$ cat config.mk
export PLATFORM = sky130hd
export DESIGN_NAME = uc_uart_ctrl
export DESIGN_NICKNAME = d
export VERILOG_FILES = /design/src/logic/uc_pkg.sv /design/src/logic/uc_uart_ctrl.sv
export SDC_FILE = /design/constraint.sdc
export NUM_CORES = 1
export LEC_CHECK = 0
export ABC_AREA = 1
export BUFFER_PORTS_ARGS = -buffer_cell sky130_fd_sc_hd__buf_2
export CAP_MARGIN = 20
export CORE_UTILIZATION = 40
export DETAILED_ROUTE_END_ITERATION = 6
export SLEW_MARGIN = 30
export SYNTH_ARGS = -nofsm -noshare
export SYNTH_HDL_FRONTEND = slang
export SYNTH_SLANG_ARGS = --single-unit
$ cat constraint.sdc
create_clock -name I_CLOCK -period 3.9 [get_ports I_CLOCK]
set_clock_uncertainty 0.05 [all_clocks]
set_input_delay 0.195 -clock I_CLOCK [delete_from_list [all_inputs] [get_ports I_CLOCK]]
set_output_delay 0.195 -clock I_CLOCK [all_outputs]
set_load 0.01 [all_outputs]
$ cat src/logic/uc_pkg.sv
// Package: register map, field positions, frame sizes and carrier types of the UART control block
package uc_pkg;
  // Register indices; byte address is four times the index
  localparam logic [11:0] UC_IDX_FMT = 12'h013;
  localparam logic [11:0] UC_IDX_CTL = 12'h014;
  localparam logic [11:0] UC_IDX_NIN = 12'h015;
  localparam logic [11:0] UC_IDX_STS = 12'h016;
  localparam logic [11:0] UC_IDX_DAT = 12'h018;
  localparam logic [11:0] UC_ADDR_FMT = {UC_IDX_FMT[9:0], 2'b00};
  localparam logic [11:0] UC_ADDR_CTL = {UC_IDX_CTL[9:0], 2'b00};
  localparam logic [11:0] UC_ADDR_NIN = {UC_IDX_NIN[9:0], 2'b00};
  localparam logic [11:0] UC_ADDR_STS = {UC_IDX_STS[9:0], 2'b00};
  localparam logic [11:0] UC_ADDR_DAT = {UC_IDX_DAT[9:0], 2'b00};
  // frame_format_control fields
  localparam int UC_F_ODD = 0;
  localparam int UC_F_PAR = 1;
  localparam int UC_F_WAKE = 3;
  localparam int UC_F_NINE = 4;
  localparam int UC_F_MOD = 6;
  // irq_and_tx_rx_control fields
  localparam int UC_C_BRK = 0;
  localparam int UC_C_STBY = 1;
  localparam int UC_C_RXON = 2;
  localparam int UC_C_TXON = 3;
  localparam int UC_C_ILI = 4;
  localparam int UC_C_RFI = 5;
  localparam int UC_C_TCI = 6;
  localparam int UC_C_TEI = 7;
  // ninth_bit_error_irq_control fields
  localparam int UC_N_PEE = 0;
  localparam int UC_N_FEE = 1;
  localparam int UC_N_NEE = 2;
  localparam int UC_N_ORE = 3;
  localparam int UC_N_TX9 = 6;
  localparam int UC_N_RX9 = 7;
  // tx_rx_status fields; bits 5..0 are the receive flags
  localparam int UC_S_TBE = 7;
  localparam int UC_S_TC = 6;
  localparam int UC_RXF_W = 6;
  // Frame sizes in bit times
  localparam int UC_FRAME_W = 11;
  localparam logic [3:0] UC_LEN_SHORT = 4'ha;
  localparam logic [3:0] UC_LEN_LONG = 4'hb;
  localparam logic [3:0] UC_LEN_MARK = 4'h1;
  // Reset values of the transmit flags
  localparam logic UC_TBE_RST = 1'b1;
  localparam logic UC_TC_RST = 1'b1;
  // APB request bundle
  typedef struct packed {
    logic psel;
    logic penable;
    logic pwrite;
    logic [11:0] paddr;
    logic [31:0] pwdata;
  } uc_apb_req_t;
  // Character events from the receive sampler
  typedef struct packed {
    logic valid;
    logic [8:0] data;
    logic idle;
    logic overrun;
    logic noise;
    logic framing;
    logic parity_err;
  } uc_rx_evt_t;
  // Transmit shifter state
  typedef enum logic {UC_TX_IDLE, UC_TX_SHIFT} uc_tx_st_t;
endpackage : uc_pkg

$ cat src/logic/uc_uart_ctrl.sv
// Module: UART control, status flags and transmit shifter behind an APB slave
// Overview of operation
// - Parity on puts parity bit at MSB
// - Parity select: one odd, zero even
// - Start, 8-9 data/parity, stop: 10/11 bits
// - Empty enable gates empty flag to tx request
// - Done enable gates done flag to tx request
// - Full enable gates full flag to rx request
// - Idle enable gates idle flag to rx request
// - Enabling transmitter sends one-frame preamble of ones
// - Disabled transmitter finishes character, then idles high
// - Off-then-on mid-frame queues one idle character
// - Receiver off sets no receive flags; status-then-read still clears them
// - Standby hides rx requests until wake condition
// - Break bit sends breaks, then a one
// - Break toggled early replaces pending preamble
// - Received ninth bit: bit 8, or bit 7
// - Ninth transmit bit loads with data buffer
// - Four enables gate error flags to error request
// - Empty flag sets on transfer, clears status-then-write
// - Done flag set while nothing queued or sending
// - Full flag sets on transfer, clears status-then-read
// - Module off sets empty and done, masks tx
// - Nine-bit select chooses 9-bit characters
//
// Register access over APB was left to the implementer.
`timescale 1ns/1ns
module uc_uart_ctrl
  import uc_pkg::*;
(
  // Clock and reset
  input wire logic I_CLOCK,
  input wire logic I_RSTN,
  // APB slave
  input wire uc_apb_req_t I_APB,
  output logic [31:0] O_PRDATA,
  output logic O_PREADY,
  output logic O_PSLVERR,
  // Baud generator and receive sampler
  input wire logic I_BIT_TICK,
  input wire uc_rx_evt_t I_RX_EVT,
  // Serial line and requests
  output logic O_TXD,
  output logic O_RX_ON,
  output logic O_TX_IRQ,
  output logic O_RX_IRQ,
  output logic O_ERR_IRQ
);

  // Frame builder, LSB first: start, data, ninth or parity, stop
  function automatic logic [UC_FRAME_W-1:0] uc_frame(input logic [7:0] d, input logic b9,
      input logic nine, input logic par, input logic odd);
    logic p;
    logic [UC_FRAME_W-1:0] f;
    p = 1'b0;
    f = {UC_FRAME_W{1'b1}};
    f[8:1] = d;
    if (par) begin
      p = (nine ? (^d) : (^d[6:0])) ^ odd;
      if (nine) f[9] = p;
      else f[8] = p;
    end else if (nine) begin
      f[9] = b9;
    end
    f[0] = 1'b0;
    return f;
  endfunction : uc_frame

  // Frame length in bit times
  function automatic logic [3:0] uc_len(input logic nine);
    return nine ? UC_LEN_LONG : UC_LEN_SHORT;
  endfunction : uc_len

  // Bus handshake
  logic rdy_q;
  logic [31:0] prd_q;
  logic err_q;
  // Format and control fields
  logic odd_q, par_q, wake_q, nine_q, mod_q;
  logic tei_q, tci_q, rfi_q, ili_q, txon_q, rxon_q, stby_q, brk_q;
  logic ore_q, nee_q, fee_q, pee_q;
  // Fields that reset leaves alone
  logic rx9_q, tx9_q;
  logic [7:0] tdat_q, rdat_q;
  // Flags and their clear arming
  logic tbe_q, tc_q, tbe_arm_q;
  logic [UC_RXF_W-1:0] rxf_q, rx_arm_q;
  // Transmitter
  uc_tx_st_t st_q;
  logic [UC_FRAME_W-1:0] sh_q;
  logic [3:0] cnt_q;
  logic txd_q, pre_q, bkr_q, mark_q;
  // Requests
  logic txi_q, rxi_q, eri_q;

  // Decoded accesses, taken only at the access edge
  logic acc, wr, rd;
  logic wr_fmt, wr_ctl, wr_nin, wr_dat, rd_sts, rd_dat;
  logic mapped;
  logic [31:0] rdata;
  assign acc = I_APB.psel & I_APB.penable & rdy_q;
  assign wr = acc & I_APB.pwrite;
  assign rd = acc & ~I_APB.pwrite;
  assign wr_fmt = wr && I_APB.paddr == UC_ADDR_FMT;
  assign wr_ctl = wr && I_APB.paddr == UC_ADDR_CTL;
  assign wr_nin = wr && I_APB.paddr == UC_ADDR_NIN;
  assign wr_dat = wr && I_APB.paddr == UC_ADDR_DAT;
  assign rd_sts = rd && I_APB.paddr == UC_ADDR_STS;
  assign rd_dat = rd && I_APB.paddr == UC_ADDR_DAT;

  // Read mux; unused bits read zero
  always_comb begin
    rdata = '0;
    mapped = 1'b1;
    unique case (I_APB.paddr)
      UC_ADDR_FMT: begin
        rdata[UC_F_ODD] = odd_q;
        rdata[UC_F_PAR] = par_q;
        rdata[UC_F_WAKE] = wake_q;
        rdata[UC_F_NINE] = nine_q;
        rdata[UC_F_MOD] = mod_q;
      end
      UC_ADDR_CTL: rdata[7:0] = {tei_q, tci_q, rfi_q, ili_q, txon_q, rxon_q, stby_q, brk_q};
      UC_ADDR_NIN: begin
        rdata[UC_N_RX9] = rx9_q;
        rdata[UC_N_TX9] = tx9_q;
        rdata[UC_N_ORE] = ore_q;
        rdata[UC_N_NEE] = nee_q;
        rdata[UC_N_FEE] = fee_q;
        rdata[UC_N_PEE] = pee_q;
      end
      UC_ADDR_STS: rdata[7:0] = {tbe_q, tc_q, rxf_q};
      UC_ADDR_DAT: rdata[7:0] = rdat_q;
      default: mapped = 1'b0;
    endcase
  end

  // APB: ready rises on the setup edge, so every access has zero wait states
  always_ff @(posedge I_CLOCK) begin
    if (!I_RSTN) begin
      rdy_q <= 1'b0;
      prd_q <= '0;
      err_q <= 1'b0;
    end else begin
      rdy_q <= I_APB.psel & ~I_APB.penable;
      // Data captured at setup; address is stable through the access
      if (I_APB.psel & ~I_APB.penable) begin
        prd_q <= rdata;
        err_q <= ~mapped;
      end
    end
  end

  // Format register
  always_ff @(posedge I_CLOCK) begin
    if (!I_RSTN) begin
      odd_q <= 1'b0;
      par_q <= 1'b0;
      wake_q <= 1'b0;
      nine_q <= 1'b0;
      mod_q <= 1'b0;
    end else if (wr_fmt) begin
      odd_q <= I_APB.pwdata[UC_F_ODD];
      par_q <= I_APB.pwdata[UC_F_PAR];
      wake_q <= I_APB.pwdata[UC_F_WAKE];
      nine_q <= I_APB.pwdata[UC_F_NINE];
      mod_q <= I_APB.pwdata[UC_F_MOD];
    end
  end

  // Wake conditions: idle line, or address mark in the character MSB
  logic wake_idle, wake_mark;
  assign wake_idle = rxon_q & stby_q & ~wake_q & I_RX_EVT.idle;
  assign wake_mark = rxon_q & stby_q & wake_q & I_RX_EVT.valid &
                     (nine_q ? I_RX_EVT.data[8] : I_RX_EVT.data[7]);

  // Interrupt enables and tx/rx control
  always_ff @(posedge I_CLOCK) begin
    if (!I_RSTN) begin
      {tei_q, tci_q, rfi_q, ili_q} <= '0;
      txon_q <= 1'b0;
      rxon_q <= 1'b0;
      stby_q <= 1'b0;
      brk_q <= 1'b0;
    end else begin
      if (wr_ctl) begin
        {tei_q, tci_q, rfi_q, ili_q} <= I_APB.pwdata[UC_C_TEI:UC_C_ILI];
        txon_q <= I_APB.pwdata[UC_C_TXON];
        rxon_q <= I_APB.pwdata[UC_C_RXON];
        brk_q <= I_APB.pwdata[UC_C_BRK];
      end
      // Software setting standby wins over a wake in the same cycle
      if (wr_ctl && I_APB.pwdata[UC_C_STBY]) stby_q <= 1'b1;
      else if (wake_idle | wake_mark) stby_q <= 1'b0;
      else if (wr_ctl) stby_q <= 1'b0;
    end
  end

  // Error enables; ninth transmit bit keeps its value over reset
  always_ff @(posedge I_CLOCK) begin
    if (!I_RSTN) begin
      {ore_q, nee_q, fee_q, pee_q} <= '0;
    end else if (wr_nin) begin
      ore_q <= I_APB.pwdata[UC_N_ORE];
      nee_q <= I_APB.pwdata[UC_N_NEE];
      fee_q <= I_APB.pwdata[UC_N_FEE];
      pee_q <= I_APB.pwdata[UC_N_PEE];
    end
  end

  // Buffers and ninth bits without reset
  logic rx_take;
  assign rx_take = rxon_q & I_RX_EVT.valid & (~stby_q | wake_mark);
  always_ff @(posedge I_CLOCK) begin
    if (wr_nin) tx9_q <= I_APB.pwdata[UC_N_TX9];
    if (wr_dat) tdat_q <= I_APB.pwdata[7:0];
    if (rx_take) begin
      rdat_q <= I_RX_EVT.data[7:0];
      rx9_q <= nine_q ? I_RX_EVT.data[8] : I_RX_EVT.data[7];
    end
  end

  // Transmit scheduling: break beats preamble beats data
  logic idle_tx, load_brk, load_mark, load_pre, load_dat;
  assign idle_tx = mod_q & (st_q == UC_TX_IDLE);
  assign load_brk = idle_tx & (brk_q | bkr_q);
  assign load_mark = idle_tx & ~load_brk & mark_q;
  assign load_pre = idle_tx & ~load_brk & ~mark_q & pre_q;
  assign load_dat = idle_tx & txon_q & ~tbe_q & ~brk_q & ~bkr_q & ~mark_q & ~pre_q;

  // Pending preamble, break request and trailing mark bit
  always_ff @(posedge I_CLOCK) begin
    if (!I_RSTN || !mod_q) begin
      pre_q <= 1'b0;
      bkr_q <= 1'b0;
      mark_q <= 1'b0;
    end else begin
      // Enable rising, also after a clear mid-frame, queues one idle frame
      if (wr_ctl && I_APB.pwdata[UC_C_TXON] && !txon_q) pre_q <= 1'b1;
      else if (load_pre || load_brk) pre_q <= 1'b0;
      // A quick set-and-clear still yields one break
      if (wr_ctl && I_APB.pwdata[UC_C_BRK]) bkr_q <= 1'b1;
      else if (load_brk) bkr_q <= 1'b0;
      // A lone one after the last break guarantees the next start bit; only a break ends low
      if (st_q == UC_TX_SHIFT && !sh_q[0] && cnt_q == UC_LEN_MARK && I_BIT_TICK && !brk_q)
        mark_q <= 1'b1;
      else if (load_mark) mark_q <= 1'b0;
    end
  end

  // Shifter; the last bit is held one bit time before the next load
  always_ff @(posedge I_CLOCK) begin
    if (!I_RSTN || !mod_q) begin
      st_q <= UC_TX_IDLE;
      sh_q <= '1;
      cnt_q <= '0;
      txd_q <= 1'b1;
    end else if (st_q == UC_TX_IDLE) begin
      if (load_brk) sh_q <= '0;
      else if (load_mark) sh_q <= '1;
      else if (load_pre) sh_q <= '1;
      else if (load_dat) sh_q <= uc_frame(tdat_q, tx9_q, nine_q, par_q, odd_q);
      if (load_mark) cnt_q <= UC_LEN_MARK;
      else cnt_q <= uc_len(nine_q);
      if (load_brk | load_mark | load_pre | load_dat) st_q <= UC_TX_SHIFT;
      if (I_BIT_TICK) txd_q <= 1'b1;
    end else if (I_BIT_TICK) begin
      txd_q <= sh_q[0];
      sh_q <= {1'b1, sh_q[UC_FRAME_W-1:1]};
      cnt_q <= cnt_q - 4'h1;
      // Current frame always completes while the module is on, even with the transmitter off
      if (cnt_q == UC_LEN_MARK) st_q <= UC_TX_IDLE;
    end
  end

  // Transmit flags; a set in the clearing cycle wins
  always_ff @(posedge I_CLOCK) begin
    if (!I_RSTN) begin
      tbe_q <= UC_TBE_RST;
      tc_q <= UC_TC_RST;
      tbe_arm_q <= 1'b0;
    end else begin
      if (!mod_q || load_dat) tbe_q <= 1'b1;
      else if (wr_dat && tbe_arm_q) tbe_q <= 1'b0;
      if (rd_sts) tbe_arm_q <= prd_q[UC_S_TBE];
      else if (wr_dat) tbe_arm_q <= 1'b0;
      tc_q <= ~mod_q | (tbe_q & ~load_dat & (st_q == UC_TX_IDLE) & ~pre_q & ~bkr_q &
                        ~brk_q & ~mark_q);
    end
  end

  // Receive flags: full, idle, overrun, noise, framing, parity
  logic [UC_RXF_W-1:0] rx_set;
  always_comb begin
    rx_set = '0;
    if (rxon_q && !stby_q) begin
      rx_set = {1'b0, I_RX_EVT.idle, I_RX_EVT.overrun, I_RX_EVT.noise, I_RX_EVT.framing,
                I_RX_EVT.parity_err};
    end
    rx_set[UC_RXF_W-1] = rx_take;
  end

  // Status read arms, data read clears only the armed flags
  always_ff @(posedge I_CLOCK) begin
    if (!I_RSTN) begin
      rxf_q <= '0;
      rx_arm_q <= '0;
    end else begin
      rxf_q <= rx_set | (rxf_q & ~(rd_dat ? rx_arm_q : '0));
      if (rd_sts) rx_arm_q <= prd_q[UC_RXF_W-1:0];
      else if (rd_dat) rx_arm_q <= '0;
    end
  end

  // Interrupt requests, registered
  always_ff @(posedge I_CLOCK) begin
    if (!I_RSTN) begin
      txi_q <= 1'b0;
      rxi_q <= 1'b0;
      eri_q <= 1'b0;
    end else begin
      txi_q <= mod_q & ((tbe_q & tei_q) | (tc_q & tci_q));
      rxi_q <= ~stby_q & ((rxf_q[5] & rfi_q) | (rxf_q[4] & ili_q));
      eri_q <= |(rxf_q[3:0] & {ore_q, nee_q, fee_q, pee_q});
    end
  end

  // Outputs straight from flip-flops
  assign O_PRDATA = prd_q;
  assign O_PREADY = rdy_q;
  assign O_PSLVERR = err_q;
  assign O_TXD = txd_q;
  assign O_RX_ON = rxon_q;
  assign O_TX_IRQ = txi_q;
  assign O_RX_IRQ = rxi_q;
  assign O_ERR_IRQ = eri_q;

  // Checks
  off_sets_tbe_a: assert property (@(posedge I_CLOCK) disable iff (!I_RSTN)
    !mod_q |=> tbe_q && tc_q) else $error("module off did not set flags");
  tbe_set_a: assert property (@(posedge I_CLOCK) disable iff (!I_RSTN)
    load_dat |=> tbe_q && !tc_q) else $error("transfer did not set empty flag");
  tbe_clear_a: assert property (@(posedge I_CLOCK) disable iff (!I_RSTN)
    mod_q && wr_dat && tbe_arm_q |=> !tbe_q) else $error("empty flag not cleared");
  rxf_set_a: assert property (@(posedge I_CLOCK) disable iff (!I_RSTN)
    rx_take |=> rxf_q[5]) else $error("full flag not set");
  tx_irq_a: assert property (@(posedge I_CLOCK) disable iff (!I_RSTN)
    mod_q && tbe_q && tei_q |=> O_TX_IRQ) else $error("tx request missing");
  done_irq_a: assert property (@(posedge I_CLOCK) disable iff (!I_RSTN)
    mod_q && tc_q && tci_q |=> O_TX_IRQ) else $error("done request missing");
  rx_irq_a: assert property (@(posedge I_CLOCK) disable iff (!I_RSTN)
    !stby_q && rxf_q[5] && rfi_q |=> O_RX_IRQ) else $error("rx request missing");
  idle_irq_a: assert property (@(posedge I_CLOCK) disable iff (!I_RSTN)
    !stby_q && rxf_q[4] && ili_q |=> O_RX_IRQ) else $error("idle request missing");
  stby_mask_a: assert property (@(posedge I_CLOCK) disable iff (!I_RSTN)
    stby_q |=> !O_RX_IRQ) else $error("rx request during standby");
  err_irq_a: assert property (@(posedge I_CLOCK) disable iff (!I_RSTN)
    rxf_q[2] && nee_q |=> O_ERR_IRQ) else $error("noise request missing");
  preamble_a: assert property (@(posedge I_CLOCK) disable iff (!I_RSTN)
    load_pre |=> sh_q == '1 && cnt_q == uc_len($past(nine_q))) else $error("bad preamble");
  break_a: assert property (@(posedge I_CLOCK) disable iff (!I_RSTN)
    load_brk |=> sh_q == '0 && !pre_q) else $error("bad break load");
  parity_a: assert property (@(posedge I_CLOCK) disable iff (!I_RSTN)
    load_dat && par_q && !nine_q |=> sh_q[8] == ((^$past(tdat_q[6:0])) ^ $past(odd_q)))
    else $error("bad parity bit");
  frame_a: assert property (@(posedge I_CLOCK) disable iff (!I_RSTN)
    load_dat |=> !sh_q[0] && sh_q[10] && cnt_q == ($past(nine_q) ? UC_LEN_LONG : UC_LEN_SHORT))
    else $error("bad frame shape");
  idle_high_a: assert property (@(posedge I_CLOCK) disable iff (!I_RSTN)
    st_q == UC_TX_IDLE && I_BIT_TICK |=> O_TXD) else $error("line not idle high");
  ninth_a: assert property (@(posedge I_CLOCK) disable iff (!I_RSTN)
    rx_take && nine_q |=> rx9_q == $past(I_RX_EVT.data[8])) else $error("bad ninth bit");

endmodule : uc_uart_ctrl

==> impl_metrics.py, run 1 <==
metrics = {
    "sta": {
        "period_needed_ns": 2.25,
        "setup_ws_ns": 1.65,
        "finalCritPeriodShare_pct": 57.6,
        "tightest_slew_ns": 0.884,
        "fin_setup_tns_ns": 0,
        "setup_viol": 0,
        "hold_viol": 0,
        "rsz0062_at_grt": "no",
        "slew_violations": 0,
        "timing.fmax_ghz": 0.445,
        "slew-limit-headroom_pct": 40.8,
    },
    "critical_path": {
        "crit_required_ns": 4.09,
        "r2r_slack_ns": 1.65,
        "worstSetupPathType": "flop to flop",
        "worst_ep_arrival_time_ns": 2.44,
        "startpoint_type": "flop",
        "cp_max_fo": 9,
        "end_kind": "flop",
    },
    "flow_run": {
        "drv_cap": 0,
    },
    "power_and_ir_drop": {
        "swShare_pct": 23.1,
        "leakage_nw": 1.89,
        "power.share.combinational_pct": 5.0,
        "powerDensity_nw_per_um2": 362,
        "p_switching_uw": 387,
        "p_int_mw": 1.29,
        "ir_drop_uv": 214,
        "clock_power_share_pct": 42.4,
        "power.total_mw": 1.68,
        "power_frac_seq_pct": 52.6,
    },
    "global_routing": {
        "antenna_found_initial": 0,
        "gr-total-overflow": 0,
        "grt_pass1_vias": 3264,
        "grt_pass1_wl_mm": 15.9,
        "grt_max_degree": 24,
        "grt_util_all_layers_pct": 20.1,
    },
    "cells_and_area": {
        "nFillCells": 995,
        "syn2layout_area_growth_pct": 16.0,
        "drive_above_1_share_pct": 15.7,
        "antennaDiodeCount": 0,
        "nets": 653,
        "post-route-util_pct": 47.6,
    },
    "floorplanning": {
        "dieArea_um2": 10400,
        "die_y_um": 102,
        "pin_count": 104,
        "row_count": 36,
        "initial_core_util_pct": 41.1,
        "core_um2": 9730,
        "die_w_um": 102,
    },
    "status": {
        "outcome": "finished, final reports clean",
    },
    "synth": {
        "synth-seq-cells": 83,
        "synth_seq_area_share_pct": 46.1,
        "synth_edf_count": 18,
        "yosys-top-cells-count": "nand2_1, dfxtp_1, inv_1",
        "syn_area_per_cell_um2": 7.68,
        "yosysTopAreaCell": "dfxtp_1",
        "ys_types": 41,
        "yosys_warnings": 0,
        "async_flop_share_pct": 0,
        "ys.flop_type": "dfxtp_1",
        "synthTopCellsByArea": "dfxtp_1, edfxtp_1, nand2_1",
        "syn_inst": 520,
        "synth_top_area_share_pct": 32.6,
        "synth_area_um2": 4000,
        "yosysMostFrequentCell": "nand2_1",
    },
    "route": {
        "ant_nets": 0,
        "drt-vias-per-instance": 4.84,
        "drt_first_pass_iters": 5,
        "wl_mm": 9.70,
        "initialDrtViolationCount": 152,
        "vias": 3505,
        "drc": 0,
        "routedWlPerCell_um": 13.4,
    },
    "worst_hold_path": {
        "hold_class": "primary input to flop",
    },
    "placement": {
        "dp_slack_ns": 1.68,
        "dp_hpwl_mm": 7.34,
        "globalplace.congestion": 0.846,
        "portBuffers": 55,
    },
    "cts": {
        "cts.htree.levels": 3,
        "insertion_delay_ns": 0.35,
        "clkSlewWorstSetupHoldPaths_ns": 0.09,
        "clockBufferDepth": 2,
        "numCtsBuffers": 9,
        "cts-root-buf": "clkbuf_8",
        "clock-sinks": 83,
        "cts_tree": "built",
    },
}
cell type report:
cell class              count  area, um^2  area share, %
clock buffers              11         174           3.75
repair buffers             66         385           8.31
inverters                  69         264           5.69
multi-input cells         357        1740           37.6
clock inverters             5        62.6           1.35
flip-flops and latches     83        1840           39.7
well taps                 133         166           3.59
registers in the layout, indices dropped and copies added, names as in the netlist, 4 cells and up:
name      flops
O_PRDATA      8
rxf_q         6
sh_q         11
cnt_q         4
tdat_q        8
rdat_q        8
rx_arm_q      6
path summary, 6_finish.rpt:
| check | start | endpoint | cells after the start |
|---|---|---|---|
| setup / recovery | O_PREADY$_SDFF_PN0_ | tbe_q$_SDFFE_PP1P_ | 6 |
| setup reg to reg | O_PREADY$_SDFF_PN0_ | tbe_q$_SDFFE_PP1P_ | 6 |
| hold reg to reg | rx_arm_q[2]$_SDFFE_PN0P_ | rx_arm_q[2]$_SDFFE_PN0P_ | 2 |
| hold / removal | I_APB[2] | tdat_q[2]$_DFFE_PP_ | 1 |
cells by family after synthesis:
logic type | synth area share, %
other | 0.0939
adder cells (fa/ha/maj) | 0.626
AO/OA/AOI/OAI | 16.3
AND/OR/NAND/NOR | 23.7
flip-flops | 46.1
buffers and inverters | 12.5
XOR/XNOR | 0.658
routing by layer:
layer  vias up  global-route usage (%)  part of all wire [%]
li1       1808                       -                     -
met1      1582                    24.8                    45
met2       100                    34.9                    48
met3        15                    4.51                   4.4
met4         0                    6.70                   2.1
met5         -                       0                     0
repair_timing:
item / 4_1_cts / 5_1_grt
hold buffers: 11 / 0
gates resized for setup: 0 / 0
buffers inserted: 0 / 0
hold endpoints to repair: 11 / 0
placed cells by master, fill, tap and decap left out, drive strengths merged, types with 3 or more instances in the layout:
cell / count
a221oi: 3
o211ai: 5
a211oi: 5
dfxtp: 65
nor3: 13
clkinv: 4
buf: 55
o22ai: 5
nand4: 3
conb: 24
o21ai: 48
nor2: 38
nand3: 42
nand2: 113
a21oi: 44
edfxtp: 18
inv: 67
dlygate4sd3: 11
clkbuf: 11
worst max-delay path, stage by stage, from the launching register on:
cell and delay, ns:
dfxtp_1 0.33, nand3_1 0.10, nor2_1 0.40, inv_1 0.21, nor2_1 0.65, nand2_1 0.11, a211o_1 0.28
per-stage QoR:
| stage | area [um^2] | hold slack (ns) | instances |
|---|---|---|---|
| after CTS | 4640 | 0.00219 | 724 |
| after floorplan | 4080 | 0.244 | 543 |
| after detailed placement | 4290 | 0.323 | 697 |
| after global routing | 4640 | 0.0165 | 724 |
| final | 4640 | 0.0188 | 724 |
| after global placement | 4290 | 0.321 | 697 |
power groups by stage:
| stage | clock network, mW | registers, mW | logic, mW |
|---|---|---|---|
| after floorplan | 0 | 0.904 | 0.0540 |
| after global placement | 0 | 0.902 | 0.0741 |
| after detailed placement | 0 | 0.902 | 0.0753 |
| after CTS | 0.725 | 0.882 | 0.0838 |
| after global routing | 0.764 | 0.883 | 0.0950 |
| final | 0.711 | 0.882 | 0.0839 |
Note: power is estimated with default switching activity, not from simulation.
==> inputs of run 2 (changes only) <==
- ABC_AREA: 1 -> 0
- clock period: 3.9 -> 2.1 ns (I/O delays scaled with it)
==> impl_metrics.py, run 2 <==
metrics = {
    "worst_hold_path": {
        "hold_class": "primary input to flop",
    },
    "critical_path": {
        "worst_ep_arrival_time_ns": 2.07,
        "crit_path_cell_trace": "or4b_1 > nor2_1 > buf_4 > a21oi_1 > and2_0 > o21ai_0",
        "r2r_slack_ns": 0.28,
        "end_kind": "flop",
        "cp_max_fo": 8,
        "max_stage_delay_ns": 0.57,
        "crit_required_ns": 2.34,
        "cp_slowest_cell": "or4b_1",
        "startpoint_type": "flop",
        "worstSetupPathType": "flop to flop",
    },
    "route": {
        "initialDrtViolationCount": 137,
        "vias": 3238,
        "drt_first_pass_iters": 4,
        "routedWlPerCell_um": 15.0,
        "drc": 0,
        "drt-vias-per-instance": 5.14,
        "wl_mm": 9.47,
        "ant_nets": 0,
    },
    "synth": {
        "syn_inst": 412,
        "yosys_warnings": 0,
        "synth_edf_count": 18,
        "yosys-top-cells-count": "dfxtp_1, nand2_1, mux2i_1, nor2b_1, buf_4",
        "ys.flop_type": "dfxtp_1",
        "yosysMostFrequentCell": "dfxtp_1",
        "synth-seq-cells": 83,
        "synth_seq_area_share_pct": 45.3,
        "ys_types": 56,
        "synth_top_area_share_pct": 32.0,
        "yosysTopAreaCell": "dfxtp_1",
        "syn_area_per_cell_um2": 9.86,
        "synthTopCellsByArea": "dfxtp_1, edfxtp_1, mux2i_1",
        "async_flop_share_pct": 0,
        "synth_area_um2": 4060,
    },
    "cts": {
        "clock-sinks": 83,
        "post-cts-setup-buffers": 0,
        "clkSlewWorstSetupHoldPaths_ns": 0.09,
        "cts.htree.levels": 3,
        "cts_tree": "built",
        "cts_hold_buf": 16,
        "clockBufferDepth": 2,
        "numCtsBuffers": 9,
        "cts_resized": 0,
        "cts-root-buf": "clkbuf_8",
        "insertion_delay_ns": 0.35,
    },
    "cells_and_area": {
        "layout_common_cells": "dfxtp_1, buf_2, nand2_1",
        "nets": 559,
        "largest_reg_flops": 11,
        "syn2layout_area_growth_pct": 19.4,
        "final_common_cell": "dfxtp_1",
        "fin_cells": 630,
        "top_register": "sh_q",
        "drive_above_1_share_pct": 20.7,
        "antennaDiodeCount": 0,
    },
    "placement": {
        "dp_cells": 598,
        "portBuffers": 55,
        "dp_hpwl_mm": 6.96,
        "globalplace.congestion": 0.847,
    },
    "floorplanning": {
        "die_y_um": 103,
        "die_w_um": 103,
        "core_um2": 9820,
        "dieArea_um2": 10600,
        "pin_count": 104,
        "initial_core_util_pct": 41.4,
        "row_count": 36,
    },
    "sta": {
        "tightest_slew_ns": 0.626,
        "period_needed_ns": 1.82,
        "whs_ns": 0.00927,
        "finalCritPeriodShare_pct": 86.9,
        "timing.fmax_ghz": 0.548,
        "hold_viol": 0,
        "slew_violations": 0,
        "rsz0062_at_grt": "no",
        "setup_viol": 0,
        "fin_setup_tns_ns": 0,
        "slew-limit-headroom_pct": 58.3,
    },
    "status": {
        "outcome": "finished, final reports clean",
    },
    "global_routing": {
        "grt_pass1_wl_mm": 15.4,
        "grt_util_all_layers_pct": 19.4,
        "grt_pass1_vias": 3064,
        "grt_max_degree": 44,
        "gr-total-overflow": 0,
        "antenna_found_initial": 0,
    },
    "flow_run": {
        "drv_cap": 0,
    },
    "power_and_ir_drop": {
        "powerDensity_nw_per_um2": 616,
        "ir_drop_uv": 318,
        "leakage_nw": 1.84,
    },
}
==> run 2: worst paths after layout <==
path	endpoint	from	depth (start not counted)
setup / recovery	sh_q[0]$_SDFFE_PP1P_	brk_q$_SDFFE_PN0P_	6
hold / removal	rxf_q[1]$_SDFF_PN0_	I_RX_EVT[1]	3
setup reg to reg	sh_q[0]$_SDFFE_PP1P_	brk_q$_SDFFE_PN0P_	6
hold reg to reg	sh_q[1]$_SDFFE_PP1P_	sh_q[1]$_SDFFE_PP1P_	2
==> run 2: power by group <==
part           switching [mW]  total, mW  internal [mW]
combinational          0.0987      0.182         0.0834
clock                   0.614       1.17          0.558
sequential            0.00396       1.64           1.63
total                   0.716       2.99           2.27
==> run 2: through the flow <==
| stage | util [%] | setup slack [ns] | power (mW) | area, um^2 |
|---|---|---|---|---|
| 2_1_floorplan | - | 0.0387 | 1.79 | 4150 |
| 3_3_place_gp | 45.7 | 0.0981 | 1.83 | 4490 |
| 3_5_place_dp | 45.7 | 0.0826 | 1.83 | 4490 |
| 4_1_cts | 49.4 | 0.271 | 3.02 | 4850 |
| 5_1_grt | 49.4 | 0.00904 | 3.12 | 4850 |
| 6_report | 49.4 | 0.276 | 2.99 | 4850 |
==> run 2: metal layers <==
layer / wire [um] / GRT usage, % / share of wire, % / up-vias
met5: 0 / 0 / 0 / -
met4: 157 / 6.07 / 1.7 / 0
met3: 364 / 4.61 / 3.8 / 11
met2: 4840 / 34.5 / 51 / 80
met1: 4110 / 23.1 / 43 / 1558
li1: - / - / - / 1589
==> run 2: worst max-delay path, delay by kind of cell, from the launching register on <==
family | cells | cell delay, ns
flip-flops | 1 | 0.38
AND/OR/NAND/NOR | 3 | 0.95
buffers and inverters | 1 | 0.21
AO/OA/AOI/OAI | 2 | 0.16
==> run 2: cells by family after synthesis <==
group,synth area share (%)
other,0.0923
buffers and inverters,7.27
adders and majority gates,0.616
xor gates and xnor gates,2.16
AOI/OAI and AO/OA,16.6
DFF,45.3
and+or+nand+nor,19.9
muxes,8.01
==> run 2: layout make-up <==
class,instances,area (um^2)
Fill cell,961,4970
Multi-Input combinational cell,302,2020
Sequential cell,83,1840
Timing Repair Buffer,90,603
Tap cell,133,166
Clock buffer,9,124
Clock inverter,7,76.3
Inverter,6,22.5
